`src/verilog/otpc_consts.svh`:
```
// constants for the security-register / page-size serial controller
// assumes a 20 MHz ref clock and a serial flash port driven as a spi master
// Function
// - select falls while serial clock high
// - command bytes shifted msb first, falling edge
// - program opcode 0x9b then three 0x00
// - host sends 64 user bytes from zero
// - select rises on falling clock edge
// - read opcode 0x77 plus three dummies
// - host may stop read early
// - page-size command 3d 2a 80 a6
// - host waits programming time after page-size
// - recheck bit 0, reissue if unset (not done here: no status read command)
`ifndef OTPC_CONSTS_SVH
`define OTPC_CONSTS_SVH
`define OTPC_OP_SEC_PROG   8'h9b
`define OTPC_OP_SEC_READ   8'h77
`define OTPC_OP_PAGE_B0    8'h3d
`define OTPC_OP_PAGE_B1    8'h2a
`define OTPC_OP_PAGE_B2    8'h80
`define OTPC_OP_PAGE_B3    8'ha6
`define OTPC_PAD_BYTE      8'h00
`define OTPC_USER_BYTES    64
`define OTPC_REG_BYTES     128
`define OTPC_CLK_NS        50
`define OTPC_SCK_HALF      4
`define OTPC_PROG_TIME_US  4000
`define OTPC_PROG_CYCLES   ((`OTPC_PROG_TIME_US * 1000) / `OTPC_CLK_NS)
`define OTPC_CMD_LEN       4
`endif

```
`src/verilog/otpc_pkg.sv`:
```
// types for the security-register / page-size serial controller
// assumes otpc_consts.svh is compiled alongside
package otpc_pkg;
   // command kinds offered on the user port
   typedef enum logic [1:0] {
      OTPC_CMD_PROG,
      OTPC_CMD_READ,
      OTPC_CMD_PAGE
   } otpc_cmd_e;
   typedef logic [7:0] otpc_byte_t;
endpackage

```
`src/verilog/otpc_stream_if.sv`:
```
// valid/ready byte stream between the controller and its buffer
// assumes both ends on the same clock
`timescale 1ns/1ns
interface otpc_stream_if;
   logic [7:0] data;   // byte
   logic       valid;  // byte present
   logic       ready;  // byte accepted
   modport src (output data, output valid, input ready);
   modport snk (input data, input valid, output ready);
endinterface

```
`src/verilog/otpc_skid_buf.sv`:
```
// two-entry valid/ready buffer for received read bytes
// assumes one clock; a stalled sink holds bytes without loss
`timescale 1ns/1ns
module otpc_skid_buf #(
   parameter int DEPTH = 2               // entries
) (
   input  wire logic ref_clk_in,         // clock
   input  wire logic rst_n_in,           // async reset, low
   otpc_stream_if.snk fill,              // from shifter
   otpc_stream_if.src drain              // to user
);
   logic [7:0] mem_reg [DEPTH];          // storage
   logic [$clog2(DEPTH):0] cnt_reg;      // fill level
   logic [$clog2(DEPTH)-1:0] wr_reg;     // write slot
   logic [$clog2(DEPTH)-1:0] rd_reg;     // read slot
   logic push;                           // write this cycle
   logic pop;                            // read this cycle

   assign fill.ready  = (cnt_reg != DEPTH[$clog2(DEPTH):0]);
   assign drain.valid = (cnt_reg != '0);
   assign drain.data  = mem_reg[rd_reg];
   assign push = fill.valid & fill.ready;
   assign pop  = drain.valid & drain.ready;

   // storage writes, no reset needed on data
   always_ff @(posedge ref_clk_in) begin
      if (push) begin
         mem_reg[wr_reg] <= fill.data;
      end
   end

   // pointers and level
   always_ff @(posedge ref_clk_in or negedge rst_n_in) begin
      if (!rst_n_in) begin
         cnt_reg <= '0;
         wr_reg  <= '0;
         rd_reg  <= '0;
      end else begin
         if (push) begin
            wr_reg <= wr_reg + 1'b1;
         end
         if (pop) begin
            rd_reg <= rd_reg + 1'b1;
         end
         cnt_reg <= cnt_reg + {{$clog2(DEPTH){1'b0}}, push} - {{$clog2(DEPTH){1'b0}}, pop};
      end
   end

   // never more bytes than slots
   a_buf_no_overflow: assert property (@(posedge ref_clk_in) disable iff (!rst_n_in)
      cnt_reg <= DEPTH) else $error("buffer overflow");
endmodule

```
`src/verilog/otpc_ctrl.sv`:
```
// host controller: security register program/read and page-size command
// assumes an spi-like flash port; serial clock made here by a divider
`timescale 1ns/1ns
`include "otpc_consts.svh"
module otpc_ctrl import otpc_pkg::*; #(
   parameter int PROG_CYCLES = `OTPC_PROG_CYCLES,  // programming wait
   parameter int HALF        = `OTPC_SCK_HALF      // sck half period
) (
   input  wire logic       ref_clk_in,      // 20 mhz clock
   input  wire logic       rst_n_in,        // async reset, low
   input  wire logic       start_in,        // start a command, pulse
   input  wire otpc_cmd_e  cmd_in,          // command kind
   input  wire logic [7:0] read_len_in,     // read bytes, 0 means 128
   input  wire logic [7:0] wdata_in,        // program byte
   input  wire logic       wvalid_in,       // program byte present
   output      logic       wready_out,      // program byte taken
   output      logic [7:0] rdata_out,       // read byte
   output      logic       rvalid_out,      // read byte present
   input  wire logic       rready_in,       // read byte accepted
   output      logic       busy_out,        // command or wait active
   output      logic       sck_out,         // serial clock to flash
   output      logic       select_n_out,    // flash select, low
   output      logic       mosi_out,        // data to flash
   input  wire logic       miso_in          // data from flash
);
   typedef enum logic [2:0] {S_IDLE, S_SHIFT, S_GAP, S_END, S_WAIT} otpc_state_e;

   otpc_state_e state_reg;          // sequencer state
   otpc_cmd_e   cmd_reg;            // latched command
   logic [7:0]  tx_reg;             // outgoing shift
   logic [7:0]  next_reg;           // byte waiting for its first fall
   logic [7:0]  rx_reg;             // incoming shift
   logic [2:0]  bit_reg;            // bit in byte
   logic [7:0]  byte_reg;           // byte count in frame
   logic [7:0]  total_reg;          // bytes in frame
   logic [7:0]  div_reg;            // half-period count
   logic [31:0] wait_reg;           // programming timer
   logic        miso_m_reg;         // sync stage one
   logic        miso_s_reg;         // sync stage two
   logic        sck_reg;            // serial clock
   logic        half_done;          // half period over
   otpc_stream_if rx_if ();         // shifter to buffer
   otpc_stream_if user_if ();       // buffer to user

   // command byte for position n of the four-byte header
   function automatic logic [7:0] hdr_byte(input otpc_cmd_e c, input logic [1:0] n);
      case (c)
         OTPC_CMD_PROG: hdr_byte = (n == 2'd0) ? `OTPC_OP_SEC_PROG : `OTPC_PAD_BYTE;
         OTPC_CMD_READ: hdr_byte = (n == 2'd0) ? `OTPC_OP_SEC_READ : `OTPC_PAD_BYTE;
         default: begin
            case (n)
               2'd0:    hdr_byte = `OTPC_OP_PAGE_B0;
               2'd1:    hdr_byte = `OTPC_OP_PAGE_B1;
               2'd2:    hdr_byte = `OTPC_OP_PAGE_B2;
               default: hdr_byte = `OTPC_OP_PAGE_B3;
            endcase
         end
      endcase
   endfunction

   // sck half-period tick, then handshake and pin outputs
   assign half_done = (div_reg == 8'(HALF - 1));
   // program data taken when loading a payload byte at a byte boundary
   assign wready_out = (state_reg == S_GAP) && (cmd_reg == OTPC_CMD_PROG) &&
                       (byte_reg >= 8'(`OTPC_CMD_LEN)) && (byte_reg < total_reg);
   assign busy_out     = (state_reg != S_IDLE);
   assign sck_out      = sck_reg;
   assign select_n_out = (state_reg == S_IDLE) || (state_reg == S_WAIT);
   assign mosi_out     = tx_reg[7];
   assign rdata_out    = user_if.data;
   assign rvalid_out   = user_if.valid;
   assign user_if.ready = rready_in;

   // miso passes two flops before use
   always_ff @(posedge ref_clk_in or negedge rst_n_in) begin
      if (!rst_n_in) begin
         miso_m_reg <= 1'b1;
         miso_s_reg <= 1'b1;
      end else begin
         miso_m_reg <= miso_in;
         miso_s_reg <= miso_m_reg;
      end
   end

   // two entries, so a stalled reader costs no byte
   otpc_skid_buf #(.DEPTH(2)) u_buf (
      .ref_clk_in (ref_clk_in),
      .rst_n_in   (rst_n_in),
      .fill       (rx_if),
      .drain      (user_if)
   );

   // main sequencer; sck idles high so select falls with clock high
   always_ff @(posedge ref_clk_in or negedge rst_n_in) begin
      if (!rst_n_in) begin
         state_reg <= S_IDLE;
         cmd_reg   <= OTPC_CMD_READ;
         tx_reg    <= 8'hff;
         next_reg  <= 8'hff;
         rx_reg    <= 8'h00;
         bit_reg   <= 3'd0;
         byte_reg  <= 8'h00;
         total_reg <= 8'h00;
         div_reg   <= 8'h00;
         wait_reg  <= '0;
         sck_reg   <= 1'b1;
         rx_if.valid <= 1'b0;
         rx_if.data  <= 8'h00;
      end else begin
         if (rx_if.valid && rx_if.ready) begin
            rx_if.valid <= 1'b0;
         end
         case (state_reg)
            S_IDLE: begin
               sck_reg <= 1'b1;
               div_reg <= 8'h00;
               // page command may be reissued whenever idle
               if (start_in) begin
                  cmd_reg   <= cmd_in;
                  byte_reg  <= 8'h00;
                  total_reg <= (cmd_in == OTPC_CMD_PROG) ? 8'(`OTPC_CMD_LEN + `OTPC_USER_BYTES) :
                               (cmd_in == OTPC_CMD_READ) ?
                               ((read_len_in == 8'h00 || read_len_in > 8'(`OTPC_REG_BYTES)) ?
                                8'(`OTPC_CMD_LEN + `OTPC_REG_BYTES) :
                                8'(`OTPC_CMD_LEN) + read_len_in) :
                               8'(`OTPC_CMD_LEN);
                  state_reg <= S_GAP;
               end
            end
            S_GAP: begin
               // load next byte; payload stalls when user has none
               // staged in next_reg so mosi only ever moves on a falling edge
               if (byte_reg < 8'(`OTPC_CMD_LEN)) begin
                  next_reg  <= hdr_byte(cmd_reg, byte_reg[1:0]);
                  bit_reg   <= 3'd0;
                  state_reg <= S_SHIFT;
               end else if (byte_reg == total_reg) begin
                  state_reg <= S_END;
               end else if (cmd_reg == OTPC_CMD_PROG) begin
                  // user bytes in order from location zero
                  if (wvalid_in) begin
                     next_reg  <= wdata_in;
                     bit_reg   <= 3'd0;
                     state_reg <= S_SHIFT;
                  end
               end else if (!rx_if.valid) begin
                  // read stops at requested length; waits on full buffer
                  next_reg  <= 8'hff;
                  bit_reg   <= 3'd0;
                  state_reg <= S_SHIFT;
               end
            end
            S_SHIFT: begin
               div_reg <= half_done ? 8'h00 : div_reg + 8'h01;
               if (half_done) begin
                  sck_reg <= ~sck_reg;
                  if (sck_reg) begin
                     // falling edge: next bit out, msb first; first fall loads byte
                     tx_reg <= (bit_reg == 3'd0) ? next_reg : {tx_reg[6:0], 1'b1};
                  end else begin
                     // rising edge: flash samples, capture miso; mosi left alone
                     rx_reg  <= {rx_reg[6:0], miso_s_reg};
                     bit_reg <= bit_reg + 3'd1;
                     if (bit_reg == 3'd7) begin
                        byte_reg <= byte_reg + 8'h01;
                        // bytes after header go to the buffer in order
                        if (cmd_reg == OTPC_CMD_READ && byte_reg >= 8'(`OTPC_CMD_LEN)) begin
                           rx_if.data  <= {rx_reg[6:0], miso_s_reg};
                           rx_if.valid <= 1'b1;
                        end
                        state_reg <= S_GAP;
                     end
                  end
               end
            end
            S_END: begin
               // select rises with the sck fall half a period after the last rise
               // rising together with sck would race the flash's sampling edge
               div_reg <= half_done ? 8'h00 : div_reg + 8'h01;
               if (half_done) begin
                  sck_reg   <= 1'b0;
                  tx_reg    <= 8'hff;
                  wait_reg  <= '0;
                  state_reg <= (cmd_reg == OTPC_CMD_READ) ? S_IDLE : S_WAIT;
               end
            end
            S_WAIT: begin
               // hold off for the programming time; sck back to idle level
               sck_reg  <= 1'b1;
               wait_reg <= wait_reg + 32'd1;
               if (wait_reg == 32'(PROG_CYCLES - 1)) begin
                  state_reg <= S_IDLE;
               end
            end
            default: state_reg <= S_IDLE;
         endcase
      end
   end

   // select only falls with clock high
   a_sel_fall_high: assert property (@(posedge ref_clk_in) disable iff (!rst_n_in)
      $fell(select_n_out) |-> sck_out) else $error("select fell with clock low");
   // select rises with the clock fall that ends the frame
   a_sel_rise_edge: assert property (@(posedge ref_clk_in) disable iff (!rst_n_in)
      $rose(select_n_out) |-> !sck_out && $past(state_reg) == S_END)
      else $error("select rose out of sequence");
   a_prog_wait_held: assert property (@(posedge ref_clk_in) disable iff (!rst_n_in)
      (state_reg == S_WAIT) |-> select_n_out && busy_out) else $error("wait broken");
   // data only moves together with a clock fall
   a_mosi_stable: assert property (@(posedge ref_clk_in) disable iff (!rst_n_in)
      $changed(mosi_out) |-> !sck_out) else $error("mosi changed off a falling edge");
   // the wait runs its full count before idle
   a_wait_full: assert property (@(posedge ref_clk_in) disable iff (!rst_n_in)
      $fell(state_reg == S_WAIT) |-> $past(wait_reg) == 32'(PROG_CYCLES - 1))
      else $error("programming wait cut short");
   // program frame opens with its opcode
   a_prog_opcode: assert property (@(posedge ref_clk_in) disable iff (!rst_n_in)
      (state_reg == S_GAP && byte_reg == 8'h00 && cmd_reg == OTPC_CMD_PROG)
      |=> next_reg == `OTPC_OP_SEC_PROG) else $error("program opcode wrong");
   // a read frame ends at the requested length
   a_read_len: assert property (@(posedge ref_clk_in) disable iff (!rst_n_in)
      ($rose(select_n_out) && cmd_reg == OTPC_CMD_READ) |-> byte_reg == total_reg)
      else $error("read frame length wrong");
endmodule

```
`config.mk`:
```
export PLATFORM = sky130hd
export DESIGN_NAME = otpc_ctrl
export DESIGN_NICKNAME = d
export VERILOG_FILES = /design/src/verilog/otpc_pkg.sv /design/src/verilog/otpc_stream_if.sv /design/src/verilog/otpc_skid_buf.sv /design/src/verilog/otpc_ctrl.sv
export VERILOG_INCLUDE_DIRS = /design/src /design/src/verilog
export SDC_FILE = /design/constraint.sdc
export NUM_CORES = 1
export LEC_CHECK = 0
export BUFFER_PORTS_ARGS = -buffer_cell sky130_fd_sc_hd__buf_2
export CORE_ASPECT_RATIO = 1.1
export CORE_MARGIN = 4
export CORE_UTILIZATION = 35
export CTS_CLUSTER_DIAMETER = 200
export DETAILED_ROUTE_END_ITERATION = 10
export HOLD_SLACK_MARGIN = 0.12
export PLACE_DENSITY = 0.55
export REMOVE_ABC_BUFFERS = 1
export SLEW_MARGIN = 20
export SYNTH_ARGS = -nofsm -noshare
export SYNTH_HDL_FRONTEND = slang
export SYNTH_SLANG_ARGS = --single-unit
```
`constraint.sdc`:
```
create_clock -name ref_clk_in -period 7 [get_ports ref_clk_in]
set_clock_uncertainty 0.15 [all_clocks]
set_input_delay 0.7 -clock ref_clk_in [delete_from_list [all_inputs] [get_ports ref_clk_in]]
set_output_delay 0.7 -clock ref_clk_in [all_outputs]
set_load 0.02 [all_outputs]
```
# --- Yosys cells after proc, flatten, opt, wreduce, memory -nomap -nowiden ---
# Memory sizes are Yosys's and may differ from the RTL's.
# Index checks and enable logic that the tools add are counted.
totals:
  reg_bits: 103
  mem_bits_rw: 16
  output_inout_bits: 14
  mem_count: 1
op_classes:
  add_sub_neg: 9
  order_cmp: 4
  n_eq_ne: 28
  n_mux: 58
  bitwise: 3
  reduce_logical: 33
mem_list:
  columns: ["name", "words", "word_bits", "read_ports", "rd_ports_with_merged_regs", "wr", "line", "rtl"]
  rows:
  - ["u_buf.mem_reg", 2, 8, 1, 0, 1, "otpc_skid_buf.sv:12", "logic [7:0] mem_reg [DEPTH];"]
ops:
  columns: ["op", "n"]
  rows:
  - ["8-bit 2-to-1 mux", 18]
  - ["32-bit one-hot mux with 2 select lines", 1]
  - ["8-bit one-hot mux with 2 select lines", 4]
  - ["3-bit 2-to-1 mux", 19]
  - ["32-bit by 1-bit adder with 32-bit output (second input constant)", 1]
  - ["32-bit by 17-bit equality test with 1-bit output (second input constant)", 1]
  - ["32-bit 2-to-1 mux", 1]
  - ["8-bit one-hot mux with 3 select lines", 1]
  - ["8-bit by 1-bit adder with 8-bit output (second input constant)", 2]
  - ["2-bit != test (second input constant)", 8]
  - ["3-bit one-hot mux with 5 select lines", 1]
  - ["2-bit nonzero test", 6]
  - ["1-bit 2-to-1 mux", 10]
  - ["5-bit AND reduction", 2]
  - ["3-bit by 8-bit adder with 8-bit output (first input constant)", 1]
  - ["8-bit by 2-bit equality test with 1-bit output (second input constant)", 1]
  - ["8-bit equality test", 1]
  - ["8-bit by 3-bit >= comparator with 1-bit output (second input constant)", 1]
  - ["8-bit > comparator (second input constant)", 1]
  - ["8-bit zero test", 1]
  - ["8-bit by 3-bit less-than comparator with 1-bit output (second input constant)", 1]
  - ["8-bit less-than comparator", 1]
  - ["4-bit AND reduction", 2]
  - ["8-bit AND reduction", 1]
  - ["31 further kinds", 49]

# --- Longest topological paths before layout ---
# Gate-level depths: netlist of run 1.
logic_depth:
  ltp_word: 8
  ltp_mapped: 9
  ltp_nobuf: 7

# --- Hierarchy ---
# From an unflattened synthesis of run 1, not the netlist that was laid out.
unflattened:
  cells_unflattened: 571
  area_unflattened_um2: 6000.8
by_module_without_submodules:
  columns: ["mod", "instances", "cells_per_inst", "area_per_inst_um2", "seq_area_each_um2"]
  rows:
  - ["otpc_ctrl", 1, 529, 5226.3, 2502.4]
  - ["otpc_skid_buf", 1, 42, 774.5, 580.6]

# --- Worst setup path before layout of run 1 ---
# OpenSTA, ideal clock, no wires.
synth_path:
  kind: "register to register"
  startpoint: "register div_reg[4]"
  endpoint: "register rx_if.data[0]"
  setup_ps: 125
  arrival_ps: 2632
  path_slack_ps: 4093
  path_stages_with_launch: 7
  path_buffers: 1
  synth_period_minus_slack_ps: 2907
  path_cell_list: "dfrtp_1 or4_4 or3_4 or3_4 or4b_1 buf_6 mux2_4"
synth_between:
  elab_chain_cells: 2
synth_rtl:
  columns: ["item", "line", "rtl"]
  rows:
  - ["start, declared", "otpc_ctrl.sv:36", "logic [7:0] div_reg;"]
  - ["start signal, assigned", "otpc_ctrl.sv:154", "div_reg <= half_done ? 8'h00 : div_reg + 8'h01;"]
  - ["start signal, assigned", "otpc_ctrl.sv:179", "div_reg <= half_done ? 8'h00 : div_reg + 8'h01;"]
  - ["8-bit by 2-bit equality test with 1-bit output", "otpc_ctrl.sv:62", "assign half_done = (div_reg == 8'(HALF - 1));"]
  - ["5-bit AND reduction (no line)", null, null]
  - ["end signal, assigned", "otpc_ctrl.sv:168", "rx_if.data <= {rx_reg[6:0], miso_s_reg};"]
  - ["end, declared", "otpc_stream_if.sv:5", "logic [7:0] data;"]
# Every way passes these cells.
# A chain may end at the register's enable or synchronous reset.

# --- Worst setup path after layout of run 1 ---
# Ends and elaborated chain as after synthesis.

==> results.ini, run 1 <==
[min_path]
hold_path_class = primary input to async pin

[cts]
cts.clk_slew.worst_paths_ps = 50
cts_setup_buffers = 0
postCtsResizedCells = 0
root_buffer = sky130_fd_sc_hd__clkbuf_16
clock_tree_from_tritoncts = done
clkLatencyLatePin_ps = 410
tritoncts_num_sinks = 119
cts.htree.levels = 4
clock_tree.buffer_depth = 2
cts_made_buffers = 17
cts_hold_repair.buffers = 0

[timing]
maxSlewViolCount = 0
fmax_mhz = 306
final_min_period_over_clock_period = 0.467
slew_headroom = 0.430
total_neg_setup_slack_ps = 0
max_slew.worst_pin.slew_ps = 853
setup_viol = 0
grt_setup_unrepaired = no
timing_hold_violations_final = 0
final_period_minus_worst_setup_slack_ps = 3270

[pwr]
cell_internal_pwr_mw = 1.35
leakage_nw = 3.03
sum_of_internal_switching_and_leakage_power_mw = 1.70
netSwitchingFraction = 0.208
power.density_cell_area_mw_per_mm2 = 242
net-switching-power_uw = 353
power_frac_clock = 0.518
power_frac_comb = 0.047
part_of_the_total_power_dissipated_in_sequential_elements = 0.435
irDropWorstVdd_mv = 0.164

[yosys]
synth_async_sr_flop_share = 0.866
synth_enable_flop_cells = 16
syn-instance-count = 603
yosysWarnings = 0
synth_flop_cell = sky130_fd_sc_hd__dfrtp_1
yosys_register_bits = 119
post_synth_instance_area_mm2 = 0.00599
yosys.cell_types.count = 50
synth_sequential_area_ratio = 0.514
syn-mean-instance-area_um2 = 9.94

[cells_and_area]
multi_input_comb_area_mm2 = 0.00274
largest_register_ff_count = 32
post_route_cells_drive_above_1_share = 0.176
final-seq-area_mm2 = 0.00308
finalNetCount = 693
insertedDiodeCount = 0
final_util = 0.424
layout-area-overhead-vs-synth_pct = 17.0
fill_cells = 1586

[flow_run]
drv.max_cap_violation_count = 0

[worst_setup_path]
r2r_slack_ps = 3730
crit_slowest_cell = sky130_fd_sc_hd__or4b_1
critPathLaunchType = register
worst_r2r_startpoint = div_reg[4]
required_ps = 7140
worstPathCellList = or4_4 -> or3_4 -> or3_4 -> or4b_1 -> mux2_4
slowest_delay_ps = 800
worstRegToRegCells = 5
crit_fanout = 13
crit_arrival_ps = 3410
timing.critical_path.to_type = register
path_class = register to register
rr_endpoint = rx_if.data[0]
path_common_cell = sky130_fd_sc_hd__or3_4

[route]
routed.top_layer = met4
wl_met2_um = 6000
post_drt_via_cell_ratio = 5.26
route.detailed.drc = 0
firstDrtPassIters = 5
dr_total_vias = 4543
first_iter_violations = 288
antenna_left = 0
drt_wl_total_um = 12400
wl_per_cell_um = 14.4
wirelength_met1_um = 5840
route.met3.wl_um = 420

[global_routing]
gr-total-overflow = 0
grt_pass1_vias = 4428
wire_length_of_the_first_global_routing_pass_um = 21200
grt_start_max_net_pins = 67
grt_antenna_before_repair = 0
grtUsageTotal = 0.133

[die]
die-width_um = 133
core_area_mm2 = 0.0166
starting_density_of_the_core = 0.362
boundaryPins = 38
core.rowCount = 49
die-height_um = 145
die-area_mm2 = 0.0193

[placement]
buffer_ports.inserted = 37
globalplace.congestion = 0.802
hpwl_um = 8900

[run_status]
status = complete, no violations

-- cell usage after synthesis, types with 2 or more instances --
master | n | area [um^2]
sky130_fd_sc_hd__o211ai_1 | 11 | 82.6
sky130_fd_sc_hd__nand2_1 | 82 | 308
sky130_fd_sc_hd__o22ai_1 | 5 | 31.3
sky130_fd_sc_hd__ha_1 | 23 | 288
sky130_fd_sc_hd__nor3b_1 | 3 | 22.5
sky130_fd_sc_hd__o31ai_1 | 15 | 113
sky130_fd_sc_hd__mux2i_1 | 4 | 40.0
sky130_fd_sc_hd__nand4_1 | 16 | 100
sky130_fd_sc_hd__nor4_1 | 7 | 43.8
sky130_fd_sc_hd__a211oi_1 | 7 | 52.6
sky130_fd_sc_hd__o21ai_0 | 67 | 335
sky130_fd_sc_hd__and4_1 | 2 | 17.5
sky130_fd_sc_hd__a31oi_1 | 2 | 12.5
sky130_fd_sc_hd__or3_4 | 2 | 22.5
sky130_fd_sc_hd__a32o_1 | 2 | 20.0
sky130_fd_sc_hd__a2bb2oi_1 | 2 | 17.5
sky130_fd_sc_hd__nand2b_1 | 6 | 37.5
sky130_fd_sc_hd__mux2_4 | 8 | 120
sky130_fd_sc_hd__xnor2_1 | 4 | 35.0
sky130_fd_sc_hd__nand3_1 | 42 | 210
sky130_fd_sc_hd__nor2b_1 | 8 | 50.1
sky130_fd_sc_hd__and3_1 | 11 | 68.8
sky130_fd_sc_hd__or2_2 | 3 | 18.8
sky130_fd_sc_hd__nor3_1 | 7 | 35.0
sky130_fd_sc_hd__a21oi_1 | 11 | 55.1
sky130_fd_sc_hd__edfxtp_1 | 16 | 480
sky130_fd_sc_hd__xor2_1 | 10 | 87.6
sky130_fd_sc_hd__dfstp_2 | 20 | 526
sky130_fd_sc_hd__o211a_1 | 2 | 20.0
sky130_fd_sc_hd__dfrtp_1 | 83 | 2080
sky130_fd_sc_hd__nor2_1 | 31 | 116
sky130_fd_sc_hd__inv_1 | 26 | 97.6
sky130_fd_sc_hd__or3_1 | 4 | 25.0
sky130_fd_sc_hd__and2_1 | 13 | 81.3
sky130_fd_sc_hd__mux2_2 | 9 | 101
sky130_fd_sc_hd__o41ai_1 | 5 | 43.8
sky130_fd_sc_hd__a22o_1 | 3 | 26.3
sky130_fd_sc_hd__clkbuf_1 | 19 | 71.3
-- final cells by class --
| cell class | count | area share |
|---|---|---|
| multi-input combinational | 438 | 0.391 |
| inverter | 26 | 0.0139 |
| timing repair buffer | 44 | 0.0342 |
| tap | 204 | 0.0364 |
| clock buffer | 21 | 0.0628 |
| sequential | 119 | 0.440 |
| clock inverter | 11 | 0.0221 |
-- per-stage QoR --
step	worst slack [ps]	hold slack [ps]	cell area, um^2	instances
final	3730	116	7010	863
after CTS	3740	121	7000	863
after global placement	3820	200	6410	831
after detailed placement	3750	197	6410	831
after global routing	3640	146	7010	863
after floorplan	3910	195	5910	583
-- routing by layer --
layer  global-route usage  vias up
met5                    0        -
met4               0.0468        0
met3               0.0370       17
met2                0.216       75
met1                0.171     2182
li1                     -     2269
-- critical path, delay by kind of cell, from the launching register on --
kind             cells  cell delay, ps
and+or+nand+nor      4            2180
muxes                1             390
DFF                  1             420
-- cells by family (layout without fill, tap and decap cells) --
logic type,count (synthesis),count (layout),share of synthesized area
adder cells (fa/ha/maj),23,23,0.0480
flip-flops,119,119,0.514
AO/OA/AOI/OAI,138,138,0.143
XOR/XNOR,14,14,0.0205
buffers and inverters,46,102,0.0301
AND/OR/NAND/NOR,242,242,0.201
multiplexers,21,21,0.0436
-- power by group through the flow --
stage          Sequential (mW)  Combinational [mW]  Clock [mW]
6_report                 0.739              0.0794       0.880
5_1_grt                  0.743              0.0921       0.935
4_1_cts                  0.740              0.0820       0.901
3_5_place_dp             0.752              0.0813           0
3_3_place_gp             0.750              0.0780           0
2_1_floorplan            0.745              0.0490           0
-- worst max-delay path by stage --
stage / start / end / slack, ps / cells past startpoint
2_1_floorplan: div_reg[4] / rx_if.data[0] / 3910 / 5
3_3_place_gp: div_reg[4] / rx_if.data[1] / 3820 / 5
3_5_place_dp: div_reg[5] / rx_if.data[0] / 3750 / 5
4_1_cts: div_reg[4] / rx_if.data[0] / 3740 / 5
5_1_grt: div_reg[4] / rx_if.data[0] / 3640 / 5
6_report: div_reg[4] / rx_if.data[0] / 3730 / 5
-- layout by cell type (no fill, tap or decap), types with 4 or more instances in the layout --
master / netlist / routed
sky130_fd_sc_hd__nand4_1: 16 / 16
sky130_fd_sc_hd__clkinv_2: 0 / 4
sky130_fd_sc_hd__clkbuf_1: 19 / 4
sky130_fd_sc_hd__o41ai_1: 5 / 5
sky130_fd_sc_hd__nor4_1: 7 / 7
sky130_fd_sc_hd__nor2b_1: 8 / 8
sky130_fd_sc_hd__clkbuf_16: 0 / 17
sky130_fd_sc_hd__mux2_2: 9 / 9
sky130_fd_sc_hd__and3_1: 11 / 11
sky130_fd_sc_hd__xnor2_1: 4 / 4
sky130_fd_sc_hd__inv_1: 26 / 26
sky130_fd_sc_hd__a21oi_1: 11 / 11
sky130_fd_sc_hd__mux2_4: 8 / 8
sky130_fd_sc_hd__o31ai_1: 15 / 15
sky130_fd_sc_hd__o21ai_0: 67 / 66
sky130_fd_sc_hd__and2_1: 13 / 13
sky130_fd_sc_hd__bufinv_16: 0 / 4
sky130_fd_sc_hd__mux2i_1: 4 / 4
sky130_fd_sc_hd__buf_4: 0 / 8
sky130_fd_sc_hd__ha_1: 23 / 23
sky130_fd_sc_hd__dfstp_2: 20 / 20
sky130_fd_sc_hd__or3_1: 4 / 4
sky130_fd_sc_hd__nand3_1: 42 / 42
sky130_fd_sc_hd__o211ai_1: 11 / 11
sky130_fd_sc_hd__buf_2: 0 / 36
sky130_fd_sc_hd__a211oi_1: 7 / 7
sky130_fd_sc_hd__xor2_1: 10 / 10
sky130_fd_sc_hd__nand2b_1: 6 / 6
sky130_fd_sc_hd__nor2_1: 31 / 31
sky130_fd_sc_hd__edfxtp_1: 16 / 16
sky130_fd_sc_hd__nor3_1: 7 / 6
sky130_fd_sc_hd__dfrtp_1: 83 / 83
sky130_fd_sc_hd__nand2_1: 82 / 82
sky130_fd_sc_hd__o22ai_1: 5 / 5
(Power assumes the default switching activity.)
==> run 2, diff against run 1 <==
--- a/config.mk
+++ b/config.mk
@@ -6,6 +6,7 @@
 export SDC_FILE = /design/constraint.sdc
 export NUM_CORES = 1
 export LEC_CHECK = 0
+export ABC_AREA = 1
 export BUFFER_PORTS_ARGS = -buffer_cell sky130_fd_sc_hd__buf_2
 export CORE_ASPECT_RATIO = 1.1
 export CORE_MARGIN = 4
@@ -13,7 +14,7 @@
 export CTS_CLUSTER_DIAMETER = 200
 export DETAILED_ROUTE_END_ITERATION = 10
 export HOLD_SLACK_MARGIN = 0.12
-export PLACE_DENSITY = 0.55
+export PLACE_DENSITY = 0.57
 export REMOVE_ABC_BUFFERS = 1
 export SLEW_MARGIN = 20
 export SYNTH_ARGS = -nofsm -noshare
==> constraint.sdc (replaced) <==
create_clock -name ref_clk_in -period 2.76 [get_ports ref_clk_in]
set_clock_uncertainty 0.15 [all_clocks]
set_input_delay 0.276 -clock ref_clk_in [delete_from_list [all_inputs] [get_ports ref_clk_in]]
set_output_delay 0.276 -clock ref_clk_in [all_outputs]
set_load 0.02 [all_outputs]
==> results.ini, run 2 <==
[pwr]
power.density_cell_area_mw_per_mm2 = 572  ; was 242 mW/mm^2
part_of_the_total_power_dissipated_in_sequential_elements = 0.406  ; was 0.435
power_frac_clock = 0.506  ; was 0.518
netSwitchingFraction = 0.234  ; was 0.208
sum_of_internal_switching_and_leakage_power_mw = 4.51  ; was 1.70 mW
net-switching-power_mw = 1.05  ; was 353 uW
irDropWorstVdd_mv = 0.432  ; was 0.164 mV
leakage_nw = 3.63  ; was 3.03 nW
power_frac_comb = 0.088  ; was 0.047
cell_internal_pwr_mw = 3.45  ; was 1.35 mW

[cells_and_area]
layout-area-overhead-vs-synth_pct = 20.0  ; was 17.0%
largest_register_ff_count = 32  ; unchanged
final_util = 0.428  ; was 0.424
post_route_cells_drive_above_1_share = 0.133  ; was 0.176
insertedDiodeCount = 0  ; unchanged
layout_commonest_cell = sky130_fd_sc_hd__nand2_1  ; was sky130_fd_sc_hd__dfrtp_1
finalNetCount = 958  ; was 693
final_cell_mix = sky130_fd_sc_hd__nand2_1, sky130_fd_sc_hd__inv_1, sky130_fd_sc_hd__nor2_1, sky130_fd_sc_hd__dfrtp_1, sky130_fd_sc_hd__o21ai_0  ; was sky130_fd_sc_hd__dfrtp_1, sky130_fd_sc_hd__nand2_1, sky130_fd_sc_hd__o21ai_0, sky130_fd_sc_hd__nand3_1, sky130_fd_sc_hd__buf_2

[yosys]
synth_top_cell_area_share = 0.316  ; was 0.346
yosysWarnings = 0  ; unchanged
syn-instance-count = 838  ; was 603
synth_async_sr_flop_share = 0.866  ; unchanged
post_synth_instance_area_mm2 = 0.00656  ; was 0.00599 mm^2
synthDominantAreaCellType = sky130_fd_sc_hd__dfrtp_1  ; unchanged
synth.top_cells.by_area = sky130_fd_sc_hd__dfrtp_1, sky130_fd_sc_hd__nand2_1, sky130_fd_sc_hd__dfstp_2  ; was sky130_fd_sc_hd__dfrtp_1, sky130_fd_sc_hd__dfstp_2, sky130_fd_sc_hd__edfxtp_1
synth_sequential_area_ratio = 0.470  ; was 0.514
synth_flop_cell = sky130_fd_sc_hd__dfrtp_1  ; unchanged
syn-mean-instance-area_um2 = 7.83  ; was 9.94 um^2
synth_enable_flop_cells = 16  ; unchanged
synth.cells.most_frequent = sky130_fd_sc_hd__nand2_1, sky130_fd_sc_hd__inv_1, sky130_fd_sc_hd__dfrtp_1, sky130_fd_sc_hd__nor2_1, sky130_fd_sc_hd__o21ai_0  ; was sky130_fd_sc_hd__dfrtp_1, sky130_fd_sc_hd__nand2_1, sky130_fd_sc_hd__o21ai_0
yosys_register_bits = 119  ; unchanged
synthMostInstantiatedCell = sky130_fd_sc_hd__nand2_1  ; was sky130_fd_sc_hd__dfrtp_1
yosys.cell_types.count = 43  ; was 50

[route]
drt_wl_total_um = 14500  ; was 12400 um
route.detailed.drc = 0  ; unchanged
post_drt_via_cell_ratio = 4.67  ; was 5.26
dr_total_vias = 5455  ; was 4543
first_iter_violations = 396  ; was 288
wl_per_cell_um = 12.4  ; was 14.4 um
firstDrtPassIters = 5  ; unchanged
antenna_left = 0  ; unchanged

[worst_setup_path]
critPathLaunchType = register  ; unchanged
path_class = register to output port  ; was register to register
timing.critical_path.to_type = output port  ; was register
required_ps = 2330  ; was 7140 ps
crit_fanout = 11  ; was 13
crit_arrival_ps = 2060  ; was 3410 ps

[timing]
maxSlewViolCount = 0  ; unchanged
setup_viol = 0  ; unchanged
fmax_mhz = 402
total_neg_setup_slack_ps = 0  ; unchanged
slew_headroom = 0.528  ; was 0.430
final_min_period_over_clock_period = 0.902
grt_setup_unrepaired = no  ; unchanged
max_slew.worst_pin.slew_ps = 705  ; was 853 ps
final_period_minus_worst_setup_slack_ps = 2490
timing_hold_violations_final = 0  ; unchanged

[global_routing]
grt_antenna_before_repair = 0  ; unchanged
grt_pass1_vias = 5146  ; was 4428
gr-total-overflow = 0  ; unchanged
wire_length_of_the_first_global_routing_pass_um = 25100  ; was 21200 um
grt_start_max_net_pins = 44  ; was 67
grtUsageTotal = 0.145  ; was 0.133

[placement]
globalplace.congestion = 0.844  ; was 0.802
hpwl_um = 10700  ; was 8900 um
buffer_ports.inserted = 37  ; unchanged

[die]
die-area_mm2 = 0.0210  ; was 0.0193 mm^2
core.rowCount = 52  ; was 49
starting_density_of_the_core = 0.356  ; was 0.362
core_area_mm2 = 0.0184  ; was 0.0166 mm^2
boundaryPins = 38  ; unchanged
die-width_um = 139  ; was 133 um
die-height_um = 152  ; was 145 um

[cts]
clock_tree_from_tritoncts = done  ; unchanged
cts.htree.levels = 4  ; unchanged
postCtsResizedCells = 0  ; unchanged
cts_made_buffers = 17  ; unchanged
clkLatencyLatePin_ps = 420  ; was 410 ps
cts_setup_buffers = 0  ; unchanged
root_buffer = sky130_fd_sc_hd__clkbuf_16  ; unchanged
cts_hold_repair.buffers = 24  ; was 0
cts.clk_slew.worst_paths_ps = 50  ; about the same
tritoncts_num_sinks = 119  ; unchanged
clock_tree.buffer_depth = 2  ; unchanged

[min_path]
hold_path_class = primary input to register  ; was primary input to async pin

[flow_run]
drv.max_cap_violation_count = 0  ; unchanged

[run_status]
status = complete, no violations  ; unchanged

[run 2: cell types whose count changed after synthesis, moves of 13 or more]
cell | previous run | this run
sky130_fd_sc_hd__a21oi_1 | 11 | 24
sky130_fd_sc_hd__clkbuf_1 | 19 | 1
sky130_fd_sc_hd__o31ai_1 | 15 | 1
sky130_fd_sc_hd__inv_1 | 26 | 94
sky130_fd_sc_hd__o21ai_1 | 0 | 14
sky130_fd_sc_hd__nor2_1 | 31 | 83
sky130_fd_sc_hd__nand2_1 | 82 | 252
[run 2: critical path, stage by stage (launching register included)]
cell	delay, ps
sky130_fd_sc_hd__dfrtp_1	470
sky130_fd_sc_hd__nor2_1	80
sky130_fd_sc_hd__nand3_1	300
sky130_fd_sc_hd__nand2_1	310
sky130_fd_sc_hd__a211oi_1	290
sky130_fd_sc_hd__buf_2	200
[run 2: logic make-up (layout without fill, tap and decap cells)]
kind of cell	Yosys count	count (layout)	synth area share
simple gates	450	450	0.300
flops	119	119	0.470
buf+inv	113	199	0.0684
compound gates	114	114	0.0930
fa+ha+maj	23	23	0.0438
xor+xnor	19	19	0.0254
[run 2: area by class of cell]
cell class | count | area (um^2)
clock inverters | 9 | 123
clock buffers | 23 | 488
well taps | 243 | 304
multi-input cells | 606 | 3030
flip-flops and latches | 119 | 3080
repair buffers | 64 | 463
inverters | 103 | 387
fillers | 1827 | 10500
[run 2: path summary, 6_finish.rpt]
check | start | endpoint | slack, ps | cells after the start
max | byte_reg[2] | wready_out | 270 | 5
min | read_len_in[3] | total_reg[5] | 140 | 4
max reg2reg | state_reg[1] | total_reg[5] | 430 | 8
min reg2reg | miso_m_reg | miso_s_reg | 200 | 0
max in group asynchronous | rst_n_in | wait_reg[27] | 1500 | 3
min in group asynchronous | rst_n_in | bit_reg[0] | 210 | 2
[run 2: power groups by stage]
stage | registers (mW) | clock network (mW) | logic (mW)
2_1_floorplan | 1.85 | 0 | 0.238
3_3_place_gp | 1.86 | 0 | 0.379
3_5_place_dp | 1.86 | 0 | 0.386
6_report | 1.83 | 2.28 | 0.399
5_1_grt | 1.83 | 2.41 | 0.469
4_1_cts | 1.83 | 2.33 | 0.410
[run 2: through the flow]
step	hold slack [ps]	setup WS, ps	instances	instance area (um^2)
5_1_grt	167	93.5	1167	7880
2_1_floorplan	-170	820	828	6500
3_3_place_gp	106	655	1111	7030
4_1_cts	134	255	1167	7880
3_5_place_dp	110	605	1111	7030
6_report	144	271	1167	7880
[run 2: routing by layer]
layer / routed length, um / GRT usage
met5: 0 / 0
met2: 6930 / 0.235
met3: 347 / 0.0289
met4: 273 / 0.0534
met1: 6970 / 0.195
==> run 3, diff against run 2 <==
--- a/config.mk
+++ b/config.mk
@@ -7,14 +7,14 @@
 export NUM_CORES = 1
 export LEC_CHECK = 0
 export ABC_AREA = 1
-export BUFFER_PORTS_ARGS = -buffer_cell sky130_fd_sc_hd__buf_2
 export CORE_ASPECT_RATIO = 1.1
 export CORE_MARGIN = 4
-export CORE_UTILIZATION = 35
+export CORE_UTILIZATION = 58
 export CTS_CLUSTER_DIAMETER = 200
 export DETAILED_ROUTE_END_ITERATION = 10
+export DONT_BUFFER_PORTS = 1
 export HOLD_SLACK_MARGIN = 0.12
-export PLACE_DENSITY = 0.57
+export PLACE_DENSITY = 0.8
 export REMOVE_ABC_BUFFERS = 1
 export SLEW_MARGIN = 20
 export SYNTH_ARGS = -nofsm -noshare
==> results.ini, run 3 (synthesized netlist as in run 2, its figures left out) <==
[cts]
clock_tree.buffer_depth = 2  ; unchanged
cts.htree.levels = 4  ; unchanged
root_buffer = sky130_fd_sc_hd__clkbuf_16  ; unchanged
cts.clk_slew.worst_paths_ps = 60  ; was 50 ps
cts_made_buffers = 17  ; unchanged
tritoncts_num_sinks = 119  ; unchanged
clkLatencyLatePin_ps = 430  ; was 420 ps
clock_tree_from_tritoncts = done  ; unchanged

[global_routing]
global_route.usage.met1 = 0.313  ; was 0.195
grt_pass1_vias = 5604  ; was 5146
wire_length_of_the_first_global_routing_pass_um = 25900  ; was 25100 um
grt.met3_usage = 0.0586  ; was 0.0289
gr-total-overflow = 0  ; unchanged
grt_antenna_before_repair = 0  ; unchanged
grtUsageTotal = 0.250  ; was 0.145
grt.met2_usage = 0.412  ; was 0.235
grt.busiest_layer = met2  ; unchanged
grt_start_max_net_pins = 104  ; was 44

[worst_setup_path]
critPathLaunchType = register  ; unchanged
crit_fanout = 8  ; was 11
path_class = register to register  ; was register to output port
crit_slowest_cell = sky130_fd_sc_hd__dlygate4sd3_1  ; was sky130_fd_sc_hd__dfrtp_1
crit_arrival_ps = 2820  ; was 2060 ps
required_ps = 2970  ; was 2330 ps
worstPathCellList = nor2_4 -> nand3_4 -> inv_2 -> nand2_1 -> inv_2 -> nand3_1 -> dlygate4sd3_1 -> o21ai_0 -> dlygate4sd3_1  ; was nor2_1 -> nand3_1 -> nand2_1 -> a211oi_1 -> buf_2
worstRegToRegCells = 9  ; was 8
r2r_slack_ps = 150  ; was 430 ps
worst_r2r_startpoint = state_reg[1]  ; unchanged
slowest_delay_ps = 560  ; was 470 ps
rr_endpoint = total_reg[1]  ; was total_reg[5]
timing.critical_path.to_type = register  ; was output port

[cells_and_area]
final_util = 0.698  ; was 0.428
layout_commonest_cell = sky130_fd_sc_hd__nand2_1  ; unchanged
layout-area-overhead-vs-synth_pct = 17.0  ; was 20.0%
post_route_cells_drive_above_1_share = 0.102  ; was 0.133
insertedDiodeCount = 0  ; unchanged
finalNetCount = 937  ; was 958
largest_register_ff_count = 32  ; unchanged
final_cell_mix = sky130_fd_sc_hd__nand2_1, sky130_fd_sc_hd__inv_1, sky130_fd_sc_hd__nor2_1, sky130_fd_sc_hd__dfrtp_1, sky130_fd_sc_hd__o21ai_0  ; unchanged

[die]
starting_density_of_the_core = 0.596  ; was 0.356
die-area_mm2 = 0.0131  ; was 0.0210 mm^2
core_area_mm2 = 0.0110  ; was 0.0184 mm^2
core.rowCount = 40  ; was 52
die-height_um = 120  ; was 152 um
die-width_um = 109  ; was 139 um
boundaryPins = 38  ; unchanged

[pwr]
irDropWorstVdd_mv = 0.428  ; was 0.432 mV
power.density_cell_area_mw_per_mm2 = 554  ; was 572 mW/mm^2
leakage_nw = 3.53  ; was 3.63 nW

[timing]
max_slew.worst_pin.slew_ps = 665  ; was 705 ps
maxSlewViolCount = 0  ; unchanged
total_neg_setup_slack_ps = 0  ; unchanged
final_period_minus_worst_setup_slack_ps = 2610  ; was 2490 ps
setup_viol = 0  ; unchanged
grt_setup_unrepaired = no  ; unchanged
fmax_mhz = 383  ; was 402 MHz
final_min_period_over_clock_period = 0.946  ; was 0.902
slew_headroom = 0.555  ; was 0.528
timing_hold_violations_final = 0  ; unchanged

[run_status]
status = complete, no violations  ; unchanged

[min_path]
min_to = state_reg[0]  ; was total_reg[5]
timing.hold.worst.start = start_in  ; was read_len_in[3]
timing.hold.worst_path_depth = 8  ; was 4
hold_path_class = primary input to register  ; unchanged

[route]
drt_wl_total_um = 15700  ; was 14500 um
wl_per_cell_um = 14.9  ; was 12.4 um
post_drt_via_cell_ratio = 5.58  ; was 4.67
dr_total_vias = 5862  ; was 5455
route.detailed.drc = 0  ; unchanged
antenna_left = 0  ; unchanged
firstDrtPassIters = 6  ; was 5
first_iter_violations = 538  ; was 396

[placement]
globalplace.congestion = 0.992  ; was 0.844
hpwl_um = 10700  ; about the same
buffer_ports.inserted = 0  ; was 37

[flow_run]
drv.max_cap_violation_count = 0  ; unchanged

-- run 3: cell count changes in the layout (fill, tap and decap cells not counted), moves of 2 or more --
cell | previous run | this run
sky130_fd_sc_hd__inv_4 | 0 | 2
sky130_fd_sc_hd__inv_6 | 0 | 9
sky130_fd_sc_hd__clkbuf_1 | 2 | 0
sky130_fd_sc_hd__inv_8 | 0 | 2
sky130_fd_sc_hd__clkbuf_8 | 4 | 0
sky130_fd_sc_hd__buf_2 | 36 | 0
sky130_fd_sc_hd__bufinv_16 | 3 | 0
sky130_fd_sc_hd__dlygate4sd3_1 | 24 | 38
sky130_fd_sc_hd__clkinv_2 | 5 | 0
-- run 3: per-layer routing --
| layer | up-vias | share of wire |
|---|---|---|
| li1 | 2823 | - |
| met4 | 0 | 0.031 |
| met1 | 2766 | 0.42 |
| met2 | 219 | 0.49 |
| met3 | 54 | 0.059 |
| met5 | - | 0 |
-- run 3: timing repair --
item                                    in CTS  in global routing
endpoints found under the setup margin       0                  1
endpoints found under the hold margin      123                103
buffers inserted                             0                  2
gates resized for setup                      0                  2
hold buffers                                37                  2
-- run 3: power by group --
group	switching [mW]	internal, mW	total (mW)
sequential	0.0279	1.80	1.83
clock	0.900	1.18	2.08
combinational	0.249	0.0943	0.343
total	1.18	3.08	4.26
-- run 3: area by class of cell --
type,count,area (um^2)
repair buffers,43,438
well taps,147,184
fillers,823,3330
clock inverters,15,130
flip-flops and latches,119,3080
multi-input cells,606,3030
inverters,103,387
clock buffers,17,425
-- run 3: critical path, delay by kind of cell, from the launching register on --
| kind | cells | cell delay [ps] |
|---|---|---|
| AOI/OAI and AO/OA | 1 | 60 |
| buffers and inverters | 4 | 1360 |
| and+or+nand+nor | 4 | 510 |
| DFF | 1 | 460 |
-- run 3: how the worst max path moves through the flow --
| stage | from | to |
|---|---|---|
| final | state_reg[1] | total_reg[1] |
| after global routing | state_reg[1] | total_reg[1] |
| after CTS | state_reg[1] | total_reg[1] |
| after detailed placement | state_reg[0] | wait_reg[8] |
| after global placement | state_reg[0] | wait_reg[10] |
| after floorplan | byte_reg[2] | wready_out |
-- run 3: stage by stage --
| step | power [mW] | hold WS, ps | area, um^2 | setup WS (ps) | cells |
|---|---|---|---|---|---|
| after global routing | 4.41 | 222 | 7680 | 8.11 | 1050 |
| after global placement | 2.12 | -164 | 6700 | 665 | 977 |
| after CTS | 4.24 | -613 | 7630 | 33.6 | 1046 |
| final | 4.26 | 205 | 7680 | 150 | 1050 |
| after detailed placement | 2.14 | -165 | 6700 | 527 | 977 |
| after floorplan | 2.09 | -170 | 6500 | 820 | 828 |
